File: src/core/pfb_pkg.sv
package pfb_pkg;

    // ------------------------------------------------------------
    // Register offsets
    // ------------------------------------------------------------
    localparam logic [7:0] RUN_CTRL_ADDR = 8'hD7;
    localparam logic [7:0] MODE_CTRL_ADDR = 8'hD8;
    localparam logic [7:0] BRAKE_DATA_ADDR = 8'hD9;
    localparam logic [7:0] POLARITY_ADDR = 8'hDA;
    localparam logic [7:0] IRQ_CTRL_ADDR = 8'hDB;
    localparam logic [7:0] EXT_IRQ_EN_ADDR = 8'hDC;

    // ------------------------------------------------------------
    // Field positions
    // ------------------------------------------------------------
    localparam int RUN_BIT = 7;
    localparam int LOAD_BIT = 6;
    localparam int PFLAG_BIT = 5;
    localparam int CLR_BIT = 4;
    localparam int MODE_LSB = 6;
    localparam int GROUP_BIT = 5;
    localparam int ALIGN_BIT = 4;
    localparam int FBEN_BIT = 3;
    localparam int PRESCALE_LSB = 0;
    localparam int BFLAG_BIT = 7;
    localparam int BLSEL_BIT = 6;
    localparam int ISEL_LSB = 0;
    localparam int ITYPE_LSB = 4;
    localparam int BRAKE_IE_BIT = 5;

    // ------------------------------------------------------------
    // Reset values and timing
    // ------------------------------------------------------------
    localparam logic [7:0] RUN_CTRL_RESET = 8'h00;
    localparam logic [5:0] CHAN_RESET = 6'h00;
    localparam logic [7:0] DATA_RESET = 8'h00;
    localparam int DEBOUNCE_CYCLES = 8;

    // Period point types
    localparam logic [1:0] PT_FALL = 2'h0;
    localparam logic [1:0] PT_RISE = 2'h1;
    localparam logic [1:0] PT_CENTER = 2'h2;
    localparam logic [1:0] PT_END = 2'h3;

endpackage

File: src/core/pfb_brake_ctrl.sv
// The implementer's own choice: the plain strobed port.
`timescale 1ns/1ps
module pfb_brake_ctrl import pfb_pkg::*; #(
    parameter int CHANNELS = 6
) (
    // Clock and reset
    input wire logic clk,
    input wire logic rst_n,

    // Register port
    input wire logic [7:0] addr,
    input wire logic [7:0] wdata,
    input wire logic wr,
    input wire logic rd,
    output logic [7:0] rdata,

    // Brake sources
    input wire logic brake_pin,
    input wire logic adc_cmp_event,

    // From the counter core
    input wire logic [CHANNELS-1:0] pg,
    input wire logic cnt_top,
    input wire logic cnt_end,

    // To the counter core
    output logic run,
    output logic counter_clear,
    output logic load_strobe,
    output logic center_mode,
    output logic [1:0] output_mode,
    output logic group_mode,
    output logic [2:0] prescale,

    // Pins and interrupt requests
    output logic [CHANNELS-1:0] pwm_out,
    output logic period_point_flag,
    output logic brake_irq
);

    // ------------------------------------------------------------
    // State
    // ------------------------------------------------------------
    typedef struct packed {
        logic run_enable;
        logic load_pend;
        logic period_point_flag;
        logic counter_clear;
        logic load_strobe;
        logic [1:0] output_mode;
        logic group_mode;
        logic alignment_type_select;
        logic brake_input_enable;
        logic [2:0] prescale;
        logic brake_flag;
        logic brake_input_level_select;
        logic [CHANNELS-1:0] brake_levels_reg;
        logic brake_active;
        logic [CHANNELS-1:0] channel_polarity_bits;
        logic [2:0] irq_channel_select;
        logic [1:0] irq_point_type;
        logic brake_irq_enable;
        logic pin_q;
        logic [CHANNELS-1:0] pwm_out;
        logic brake_irq;
        logic [7:0] rdata;
    } pfb_state_t;

    pfb_state_t st, next_st;

    logic pin_level;
    logic point_hit;
    logic pin_edge;
    logic brake_event;
    logic run_wr;
    logic brake_wr;

    // ------------------------------------------------------------
    // Helpers
    // ------------------------------------------------------------
    pfb_pin_filter #(
        .STABLE_CYCLES(DEBOUNCE_CYCLES)
    ) u_filter (
        .clk(clk),
        .rst_n(rst_n),
        .pin(brake_pin),
        .level(pin_level)
    );

    pfb_point_detect #(
        .CHANNELS(CHANNELS)
    ) u_point (
        .clk(clk),
        .rst_n(rst_n),
        .chan_sel(st.irq_channel_select),
        .point_type(st.irq_point_type),
        .center_mode(st.alignment_type_select),
        .pg(pg),
        .cnt_top(cnt_top),
        .cnt_end(cnt_end),
        .hit(point_hit)
    );

    // ------------------------------------------------------------
    // Next state
    // ------------------------------------------------------------
    always_comb begin
        next_st = st;
        next_st.pin_q = pin_level;
        run_wr = wr && (addr == RUN_CTRL_ADDR);
        brake_wr = wr && (addr == BRAKE_DATA_ADDR);

        // Level 1 selects a rising edge, 0 a falling edge
        pin_edge = (pin_level != st.pin_q)
            && (pin_level == st.brake_input_level_select);
        // Gate on the edge only, so enabling while the pin sits active does not brake
        brake_event = (pin_edge && st.brake_input_enable)
            || adc_cmp_event;

        // Single-cycle strobes fall back by default
        next_st.counter_clear = 1'b0;
        next_st.load_strobe = 1'b0;

        // Register writes
        if (run_wr) begin
            next_st.run_enable = wdata[RUN_BIT];
            if (wdata[RUN_BIT]) begin
                next_st.brake_active = 1'b0;
            end
            if (wdata[LOAD_BIT]) begin
                next_st.load_pend = 1'b1;
            end
            if (!wdata[PFLAG_BIT]) begin
                next_st.period_point_flag = 1'b0;
            end
            if (wdata[CLR_BIT]) begin
                next_st.counter_clear = 1'b1;
            end
        end
        if (wr && addr == MODE_CTRL_ADDR) begin
            next_st.output_mode = wdata[MODE_LSB +: 2];
            next_st.group_mode = wdata[GROUP_BIT];
            next_st.alignment_type_select = wdata[ALIGN_BIT];
            next_st.brake_input_enable = wdata[FBEN_BIT];
            next_st.prescale = wdata[PRESCALE_LSB +: 3];
        end
        if (brake_wr) begin
            next_st.brake_levels_reg = wdata[CHANNELS-1:0];
            next_st.brake_input_level_select = wdata[BLSEL_BIT];
            // Writing 1 to the flag does nothing; only a 0 clears it
            if (!wdata[BFLAG_BIT]) begin
                next_st.brake_flag = 1'b0;
            end
        end
        if (wr && addr == POLARITY_ADDR) begin
            next_st.channel_polarity_bits = wdata[CHANNELS-1:0];
        end
        if (wr && addr == IRQ_CTRL_ADDR) begin
            next_st.irq_channel_select = wdata[ISEL_LSB +: 3];
            next_st.irq_point_type = wdata[ITYPE_LSB +: 2];
        end
        if (wr && addr == EXT_IRQ_EN_ADDR) begin
            next_st.brake_irq_enable = wdata[BRAKE_IE_BIT];
        end

        // Load completes at the end of the current period
        if (st.load_pend && cnt_end) begin
            next_st.load_pend = 1'b0;
            next_st.load_strobe = 1'b1;
        end

        // Hardware sets win over software clears
        if (point_hit) begin
            next_st.period_point_flag = 1'b1;
        end

        // Brake last, so it beats a same-cycle run write
        if (brake_event) begin
            next_st.brake_active = 1'b1;
            next_st.run_enable = 1'b0;
            next_st.counter_clear = 1'b1;
            next_st.brake_flag = 1'b1;
        end

        // Outputs: brake override then polarity
        for (int i = 0; i < CHANNELS; i++) begin
            next_st.pwm_out[i] = (next_st.brake_active ? next_st.brake_levels_reg[i]
                : (pg[i] & next_st.run_enable))
                ^ next_st.channel_polarity_bits[i];
        end
        next_st.brake_irq = next_st.brake_flag && next_st.brake_irq_enable;

        // Read data, one cycle after the strobe; unmapped reads zero
        next_st.rdata = 8'h00;
        if (rd) begin
            case (addr)
                RUN_CTRL_ADDR: begin
                    next_st.rdata[RUN_BIT] = st.run_enable;
                    next_st.rdata[LOAD_BIT] = st.load_pend;
                    next_st.rdata[PFLAG_BIT] = st.period_point_flag;
                    next_st.rdata[CLR_BIT] = st.counter_clear;
                end
                MODE_CTRL_ADDR: begin
                    next_st.rdata[MODE_LSB +: 2] = st.output_mode;
                    next_st.rdata[GROUP_BIT] = st.group_mode;
                    next_st.rdata[ALIGN_BIT] = st.alignment_type_select;
                    next_st.rdata[FBEN_BIT] = st.brake_input_enable;
                    next_st.rdata[PRESCALE_LSB +: 3] = st.prescale;
                end
                BRAKE_DATA_ADDR: begin
                    next_st.rdata[BFLAG_BIT] = st.brake_flag;
                    next_st.rdata[BLSEL_BIT] = st.brake_input_level_select;
                    next_st.rdata[CHANNELS-1:0] = st.brake_levels_reg;
                end
                POLARITY_ADDR: begin
                    next_st.rdata[CHANNELS-1:0] = st.channel_polarity_bits;
                end
                IRQ_CTRL_ADDR: begin
                    next_st.rdata[ISEL_LSB +: 3] = st.irq_channel_select;
                    next_st.rdata[ITYPE_LSB +: 2] = st.irq_point_type;
                end
                EXT_IRQ_EN_ADDR: begin
                    next_st.rdata[BRAKE_IE_BIT] = st.brake_irq_enable;
                end
                default: begin
                    next_st.rdata = 8'h00;
                end
            endcase
        end
    end

    // ------------------------------------------------------------
    // Registers
    // ------------------------------------------------------------
    always_ff @(posedge clk) begin
        if (!rst_n) begin
            st <= '0;
            st.channel_polarity_bits <= CHAN_RESET;
            st.rdata <= DATA_RESET;
        end else begin
            st <= next_st;
        end
    end

    // ------------------------------------------------------------
    // Outputs, all straight from state
    // ------------------------------------------------------------
    assign rdata = st.rdata;
    assign run = st.run_enable;
    assign counter_clear = st.counter_clear;
    assign load_strobe = st.load_strobe;
    assign center_mode = st.alignment_type_select;
    assign output_mode = st.output_mode;
    assign group_mode = st.group_mode;
    assign prescale = st.prescale;
    assign pwm_out = st.pwm_out;
    assign period_point_flag = st.period_point_flag;
    assign brake_irq = st.brake_irq;

endmodule

File: src/core/pfb_pin_filter.sv
`timescale 1ns/1ps
module pfb_pin_filter import pfb_pkg::*; #(
    parameter int STABLE_CYCLES = DEBOUNCE_CYCLES
) (
    // Clock and reset
    input wire logic clk,
    input wire logic rst_n,
    // Raw pin and filtered level
    input wire logic pin,
    output logic level
);

    typedef struct packed {
        logic [2:0] sync;
        logic [3:0] count;
        logic level;
    } pfb_filt_t;

    pfb_filt_t st, next_st;

    // ------------------------------------------------------------
    // Three-stage sync, then stability counter
    // ------------------------------------------------------------
    always_comb begin
        next_st = st;
        next_st.sync = {st.sync[1:0], pin};
        // Only stages two and three are compared; stage one is metastable
        if (st.sync[1] != st.sync[2] || st.sync[2] == st.level) begin
            next_st.count = 4'h0;
        end else if (st.count == 4'(STABLE_CYCLES - 1)) begin
            next_st.level = st.sync[2];
            next_st.count = 4'h0;
        end else begin
            next_st.count = st.count + 4'h1;
        end
    end

    always_ff @(posedge clk) begin
        if (!rst_n) begin
            st <= '0;
        end else begin
            st <= next_st;
        end
    end

    assign level = st.level;

endmodule

File: src/core/pfb_point_detect.sv
`timescale 1ns/1ps
module pfb_point_detect import pfb_pkg::*; #(
    parameter int CHANNELS = 6
) (
    // Clock and reset
    input wire logic clk,
    input wire logic rst_n,
    // Selection
    input wire logic [2:0] chan_sel,
    input wire logic [1:0] point_type,
    input wire logic center_mode,
    // Generator status
    input wire logic [CHANNELS-1:0] pg,
    input wire logic cnt_top,
    input wire logic cnt_end,
    // One-cycle hit
    output logic hit
);

    typedef struct packed {
        logic [CHANNELS-1:0] pg_q;
        logic hit;
    } pfb_point_t;

    pfb_point_t st, next_st;
    logic cur, prev, valid;

    always_comb begin
        next_st = st;
        next_st.pg_q = pg;
        valid = (int'(chan_sel) < CHANNELS);
        cur = valid ? pg[chan_sel] : 1'b0;
        prev = valid ? st.pg_q[chan_sel] : 1'b0;
        case (point_type)
            PT_FALL: next_st.hit = prev & ~cur;
            PT_RISE: next_st.hit = ~prev & cur;
            PT_CENTER: next_st.hit = center_mode & cnt_top;
            PT_END: next_st.hit = center_mode & cnt_end;
            default: next_st.hit = 1'b0;
        endcase
    end

    always_ff @(posedge clk) begin
        if (!rst_n) begin
            st <= '0;
        end else begin
            st <= next_st;
        end
    end

    assign hit = st.hit;

endmodule

File: config.mk
export PLATFORM = sky130hd
export DESIGN_NAME = pfb_brake_ctrl
export DESIGN_NICKNAME = d
export VERILOG_FILES = /design/src/core/pfb_pkg.sv /design/src/core/pfb_brake_ctrl.sv /design/src/core/pfb_pin_filter.sv /design/src/core/pfb_point_detect.sv
export SDC_FILE = /design/constraint.sdc
export NUM_CORES = 1
export LEC_CHECK = 0
export BUFFER_PORTS_ARGS = -buffer_cell sky130_fd_sc_hd__buf_2
export CORE_MARGIN = 3
export CORE_UTILIZATION = 35
export DETAILED_ROUTE_END_ITERATION = 8
export PLACE_DENSITY_LB_ADDON = 0.1
export SETUP_SLACK_MARGIN = 0.1
export SLEW_MARGIN = 25
export SYNTH_ARGS = -nofsm -noshare
export SYNTH_HDL_FRONTEND = slang
export SYNTH_SLANG_ARGS = --single-unit
File: constraint.sdc
create_clock -name clk -period 1.66 [get_ports clk]
set_input_delay 0.166 -clock clk [delete_from_list [all_inputs] [get_ports clk]]
set_output_delay 0.166 -clock clk [all_outputs]
set_load 0.1 [all_outputs]
==> impl_results.md, run 1 <==
- Status: finished, violations left
- Failing checks: setup timing
- Initial Util: 36.84%
- Seq/Total Area, Yosys: 44.56%
- Nets: 394
- Grt peak-use layer: met2
- R2R depth: 6
- Ys Warns: 0
- Max Cap Violations: 0
- Final instance area: 3638 sq um
- Clk pin slew, worst setup/hold paths: 0.06 ns
- Syn Nets: 323
- Vias in the first global route: about 2200
- Startpoint types: flip-flop
- Global-route met2 utilization: a little under a quarter
- Critical Path AT: 1.93 ns
- Clock Tree Buf Depth: 2
- Placed Area: 3383 sq um
- Final period util: 103.0%
- Synth Instances: 292
- FF-to-FF Start: st[35]
- Synth area leaders: dfxtp_1 45%, mux2i_1 11%, nor2_1 5.0%
- Critical path capture point type: flip-flop
- First-pass GRT wire length: 11.84 mm
- Setup violators final: 5
- Ys async rst share: 0%
- Syn Std Cell Area: 2920 sq um
- GRT Total Usage: between 10% and 20%
- Maximum vdd drop: 453.8 uV
- Fin Hold WS: around 0.035 ns
- Number of distinct library cells after synthesis: 48
- Die Wd: between 90 and 100 um
- Commonest cells in the netlist: 65 x dfxtp_1, 39 x nor2_1, 33 x mux2i_1
- Worst Hold End: u_filter.next_st[6]
- Critical Path RT: 1.89 ns
- Core Area: 7928 sq um
- Min-delay src: brake_pin
- Starting DRT DRC Count: 92
- Layout area overhead: 24.59%
- DRT Pass-1 Iters: 4
- Hold-fix buffers, CTS: 0
- Final Critical Period: 1.710 ns
- Share of the synthesized area in the top cell type: 44.56%
- RePlAce Congestion: approximately 0.83
- Most common cell in the netlist: dfxtp_1
- Row cnt: 32
- Via count of the routed design: approximately 2300
- Slew HR: about two thirds
- Clk root buf: clkbuf_8
- Congestion Overflow GR: 0
- Placed Cells: 450
- Met1 GRT Util: 22.02%
- Hold WC Path Type: in -> reg
- Largest net degree at the start of global routing: 24
- Leakage: approximately 1.7 nW
- Clock sinks: 65
- CTS tree: done
- Fmax: about 600 MHz
- WS Path Type: reg -> reg
- Setup Skew: 0.006105 ns
- N_diodes: 0
- Final Hold Fails: 0
- DRC violations left: 0
- RSZ-0062 raised after global routing: yes
- ANT nets after route: 0
- Dpl ws: -0.1499 ns
- Largest area contributor in the netlist: dfxtp_1
- # port buffers: 55
- Count of final max-slew check failures: 0
- Prevailing post-synth register cell: dfxtp_1
- Setup ws final: -0.04966 ns
- Hold path cells: 2
- Die area: approximately 9500 sq um
- Crit-path max FO: 4
- Met3 usage: 3.733%
- Synth Area per Inst: 10.00 sq um
- Vias/cell: 4.893
- Routed len/inst: 15.67 um
- EDFF count, synth: 0
- R2R setup slack: -0.05 ns
- Inserted Clock Buffers: 9
- Initial antenna violation count: 0
- Final Power: around 2.9 mW
- IO Pins: 56
- R2R Path End: pwm_out[2]
- Fin cells: 467
- Post-DP HPWL: 5.438 mm
- H-tree levels: 3
- Share of cells above drive strength 1: 36.71%
- Worst-Margin Slew: 0.4885 ns
- WL final: 7.319 mm
- Die Y-Extent: 97.35 um
- Register bit total from synthesis: 65
- Power density cells: 805.5 nW/um^2
- Worst skew pair latency: 0.34 ns
-- final cells by class --
cell class	instances	area (sq um)
tap	102	127.6
fill	812	4289
clock buffer	12	145.1
clock inverter	1	5.005
timing repair buffer	93	568.0
sequential	65	1311
multi-input combinational	187	1455
inverter	7	26.28
-- worst max path at each step --
stage,from,end,slack [ns],cells past startpoint
floorplan,addr[0],pwm_out[0],-0.002,7
global placement,addr[5],pwm_out[5],-0.13,7
detailed placement,st[35],pwm_out[3],-0.15,6
CTS,st[40],pwm_out[3],-0.11,6
global route,st[35],pwm_out[4],-0.14,6
finish,st[35],pwm_out[2],-0.05,6
-- per-stage QoR --
step	setup TNS [ns]	utilization, %
2_1_floorplan	-0.01236	-
3_3_place_gp	-0.5691	42.68
3_5_place_dp	-0.8098	42.68
4_1_cts	-0.5639	45.71
5_1_grt	-0.7296	45.90
6_report	-0.1675	45.90
-- cells by family after synthesis --
logic type               share of synthesized area (%)
buffers and inverters                            8.226
flip-flops                                       44.56
XOR/XNOR                                        0.5999
AO/OA/AOI/OAI                                    8.955
AND/OR/NAND/NOR                                  18.98
multiplexers                                     18.25
adder cells (fa/ha/maj)                         0.4284
-- registers in the layout, summed over array words and instances (netlist names) --
name,flops
period_point_flag,1
load_strobe,1
center_mode,1
run,1
u_filter.next_st,2
u_point.hit,1
counter_clear,1
brake_irq,1
group_mode,1
rdata,8
u_filter.st,5
u_filter.level,1
st,24
u_point.st,6
pwm_out,6
prescale,3
output_mode,2
-- repair_timing --
action | 4_1_cts | 5_1_grt
setup endpoints to repair | 7 | 7
hold endpoints to repair | 0 | 0
resized for setup | 17 | 0
pin swaps | 4 | 2
buffers inserted | 2 | 2
-- cells in the final DEF (no fill, tap or decap), types with 8 or more instances in the layout --
cell type	count
mux2i_1	33
a21oi_1	11
and2_1	16
nand3_1	8
clkbuf_8	10
buf_2	55
buf_4	36
dfxtp_1	61
nor2_1	39
-- where the power goes --
group          switching [mW]  total, mW  internal, mW
clock network           0.557       1.11         0.556
logic                   0.137      0.234        0.0970
registers             0.00882       1.58          1.57
total                   0.703       2.93          2.23
-- worst max-delay path, stage by stage, from the launching register on --
cell and delay (ns):
dfxtp_2 0.33, and4b_1 0.23, nor3_4 0.24, a21boi_4 0.24
buf_6 0.14, o2bb2ai_2 0.11, mux2_4 0.31
-- per-layer routing --
layer / wire length [um] / vias to the layer above
li1: - / 1145
met1: 3598 / 1076
met2: 3254 / 53
met3: 323 / 11
met4: 143 / 0
met5: 0 / -
No activity file was read; power rests on OpenSTA's default activity.
==> run 2, diff against run 1 <==
--- a/config.mk
+++ b/config.mk
@@ -8,10 +8,12 @@
 export BUFFER_PORTS_ARGS = -buffer_cell sky130_fd_sc_hd__buf_2
 export CORE_MARGIN = 3
 export CORE_UTILIZATION = 35
+export CTS_BUF_LIST = sky130_fd_sc_hd__clkbuf_16
 export DETAILED_ROUTE_END_ITERATION = 8
 export PLACE_DENSITY_LB_ADDON = 0.1
 export SETUP_SLACK_MARGIN = 0.1
 export SLEW_MARGIN = 25
 export SYNTH_ARGS = -nofsm -noshare
 export SYNTH_HDL_FRONTEND = slang
+export SYNTH_HIERARCHICAL = 1
 export SYNTH_SLANG_ARGS = --single-unit
==> impl_results.md, run 2 <==
- Seq/Total Area, Yosys: 42.80% (was 44.56%)
- Inserted Clock Buffers: 9 (unchanged)
- Seq pwr share: 46.0% (was 54.0%)
- IO Pins: 56 (unchanged)
- Maximum vdd drop: 481.9 uV (was 453.8 uV)
- Power Internal: 2.654 mW (was 2.228 mW)
- WL final: 7.788 mm (was 7.319 mm)
- Synth Instances: 304 (was 292)
- Ys Warns: 6 (was 0)
- WS Path Type: reg -> reg (unchanged)
- Worst-Margin Slew: 0.4937 ns (was 0.4885 ns)
- Most common cell after layout, fill and taps aside: dfxtp_1 (unchanged)
- Die Y-Extent: 99.21 um (was 97.35 um)
- Hold WC Path Type: in -> reg (unchanged)
- CTS tree: done (unchanged)
- Vias in the first global route: 2320 (was 2177)
- Layout area overhead: 25.47% (was 24.59%)
- Setup TNS: 0 ns (was -0.1675 ns)
- Register bit total from synthesis: 65 (unchanged)
- Final Critical Period: 1.552 ns (was 1.710 ns)
- Slew HR: 67.31% (was 67.66%)
- Setup Skew: 0.005365 ns (was 0.006105 ns)
- Critical path buffer and inverter count: 1 (unchanged)
- Startpoint types: flip-flop (unchanged)
- First-pass GRT wire length: 12.42 mm (was 11.84 mm)
- Commonest cells in the netlist: 65 x dfxtp_1, 30 x nand2_1, 28 x mux2i_1 (was 65 x dfxtp_1, 39 x nor2_1, 33 x mux2i_1)
- Share of the synthesized area in the top cell type: 42.80% (was 44.56%)
- Nets: 404 (was 394)
- Syn Nets: 335 (was 323)
- Clk pin slew, worst setup/hold paths: 0.05 ns (was 0.06 ns)
- Ys async rst share: 0% (unchanged)
- Share of cells above drive strength 1: 35.28% (was 36.71%)
- Fmax: 644.3 MHz (was 584.9 MHz)
- Synth area leaders: dfxtp_1 43%, mux2i_1 9.2%, buf_4 4.7% (was dfxtp_1 45%, mux2i_1 11%, nor2_1 5.0%)
- # port buffers: 55 (unchanged)
- Critical Path RT: 1.91 ns (was 1.89 ns)
- Largest net degree at the start of global routing: 32 (was 24)
- CP delay by family, top: compound AO/OA/AOI/OAI gates (was simple AND/OR/NAND/NOR gates)
- Placed Cells: 465 (was 450)
- Synth Area per Inst: 10.00 sq um (about the same)
- Critical Path AT: 1.80 ns (was 1.93 ns)
- Status: finished, final reports clean (was finished, violations left)
- Biggest regs: st x24, rdata x8 (unchanged)
- Worst skew pair latency: 0.32 ns (was 0.34 ns)
- Prevailing post-synth register cell: dfxtp_1 (unchanged)
- R2R setup slack: 0.11 ns (was -0.05 ns)
- Die Wd: 99.21 um (was 97.35 um)
- Number of distinct library cells after synthesis: 52 (was 48)
- Most frequent cells in the layout: 59 x dfxtp_1, 55 x buf_2, 31 x buf_4 (was 61 x dfxtp_1, 55 x buf_2, 39 x nor2_1)
- Syn Std Cell Area: 3040 sq um (was 2920 sq um)
- RePlAce Congestion: 0.8697 (was 0.8322)
- RSZ-0062 raised after global routing: yes (unchanged)
- Setup violators final: 0 (was 5)
- CP peak stage delay: 0.32 ns (was 0.33 ns)
- Clk root buf: clkbuf_16 (was clkbuf_8)
- DRC violations left: 0 (unchanged)
- Clock sinks: 65 (unchanged)
- Largest area contributor in the netlist: dfxtp_1 (unchanged)
- Initial antenna violation count: 0 (unchanged)
- Congestion Overflow GR: 0 (unchanged)
- Slowest-stage cell, CP: dfxtp_2 (unchanged)
- Net Sw Frac: 22.97% (was 23.98%)
- Biggest register: st (unchanged)
- Vias/cell: 4.927 (was 4.893)
- Clock power share: 47.2% (was 38.0%)
- N_diodes: 0 (unchanged)
- Max Cap Violations: 0 (unchanged)
- Count of final max-slew check failures: 0 (unchanged)
- Psw: 791.5 uW (was 702.7 uW)
- H-tree levels: 3 (unchanged)
- Final instance area: 3815 sq um (was 3638 sq um)
- Final Power: 3.446 mW (was 2.931 mW)
- Core Area: 8341 sq um (was 7928 sq um)
- Power density cells: 903.3 nW/um^2 (was 805.5 nW/um^2)
- ANT nets after route: 0 (unchanged)
- Final Hold Fails: 0 (unchanged)
- Starting DRT DRC Count: 90 (was 92)
- Most common cell in the netlist: dfxtp_1 (unchanged)
- Crit-path cells: nor4bb_2 > nor3_2 > buf_4 > a21boi_4 > o2bb2ai_1 > mux2i_1 (was and4b_1 > nor3_4 > a21boi_4 > buf_6 > o2bb2ai_2 > mux2_4)
- Leakage: 1.616 nW (was 1.662 nW)
- Clock Tree Buf Depth: 2 (unchanged)
- Max reg flops: 24 (unchanged)
- Placed Area: 3507 sq um (was 3383 sq um)
- Critical path capture point type: flip-flop (unchanged)
- Initial Util: 36.45% (was 36.84%)
- GRT Total Usage: 16.47% (was 15.82%)
- DRT Pass-1 Iters: 4 (unchanged)
- Crit-path max FO: 6 (was 4)
- Logic pwr share: 6.9% (was 8.0%)
- Via count of the routed design: 2375 (was 2285)
- Routed len/inst: 16.16 um (was 15.67 um)
- Final period util: 93.50% (was 103.0%)
- Post-DP HPWL: 5.806 mm (was 5.438 mm)
- Fin Hold WS: 0.04805 ns (was 0.03533 ns)
- Fin cells: 482 (was 467)
- Row cnt: 33 (was 32)
- Die area: 9842 sq um (was 9476 sq um)
- EDFF count, synth: 0 (unchanged)
==> run 2: cell count changes after synthesis, moves of 6 or more <==
| cell | delta |
|---|---|
| mux2_1 | -6 |
| a21boi_0 | +7 |
| a21oi_1 | -6 |
| nand2b_1 | +10 |
| inv_1 | +7 |
| nor2_1 | -27 |
| nand2_1 | +23 |
==> run 2: power by group through the flow <==
stage	sequential, mW	clock, mW	combinational [mW]
5_1_grt	1.59	1.74	0.258
4_1_cts	1.59	1.66	0.236
3_5_place_dp	1.62	0	0.233
2_1_floorplan	1.63	0	0.105
3_3_place_gp	1.62	0	0.233
6_report	1.58	1.63	0.236
==> run 2: routing by layer <==
layer	vias up	GRT usage, %	wire [um]
met5	-	0	0
met3	12	3.436	427
met1	1126	22.84	3852
li1	1174	-	-
met2	63	24.54	3357
met4	0	7.668	151
==> run 2: path summary, 6_finish.rpt <==
| check | end | start | depth (start not counted) |
|---|---|---|---|
| setup reg to reg | pwm_out[0] | st[40] | 6 |
| hold / removal | u_filter/next_st[6] | brake_pin | 2 |
| setup / recovery | pwm_out[0] | st[40] | 6 |
| hold reg to reg | u_filter/next_st[7] | u_filter/next_st[6] | 1 |
==> run 2: timing repair <==
action / CTS / global route
endpoints found under the setup margin: 7 / 8
gates resized for setup: 2 / 9
hold endpoints to repair: 0 / 0
hold buffers: 0 / 0
buffers inserted: 1 / 1
==> run 2: cells by family (layout without fill, tap and decap cells) <==
group / Yosys count / count (layout) / synth area share [%]
buffers and inverters: 42 / 115 / 7.860
AOI/OAI and AO/OA: 43 / 43 / 10.91
muxes: 37 / 37 / 14.77
DFF: 65 / 65 / 42.80
adders and majority gates: 1 / 1 / 0.4115
xor gates and xnor gates: 2 / 2 / 0.5762
and+or+nand+nor: 114 / 114 / 22.67
==> run 2: final cells by class <==
cell class,instances,area [sq um]
clock buffers,9,225.2
clock inverters,6,27.53
fillers,857,4526
inverters,13,48.80
multi-input cells,197,1538
flip-flops and latches,65,1316
well taps,105,131.4
repair buffers,87,528.0
==> run 2: metrics by stage <==
step	util, %	setup slack (ns)
after global routing	45.74	0.01379
after floorplan	-	0.05525
after CTS	45.26	0.06757
after detailed placement	42.05	-0.1097
after global placement	42.05	-0.05062
final	45.74	0.1079
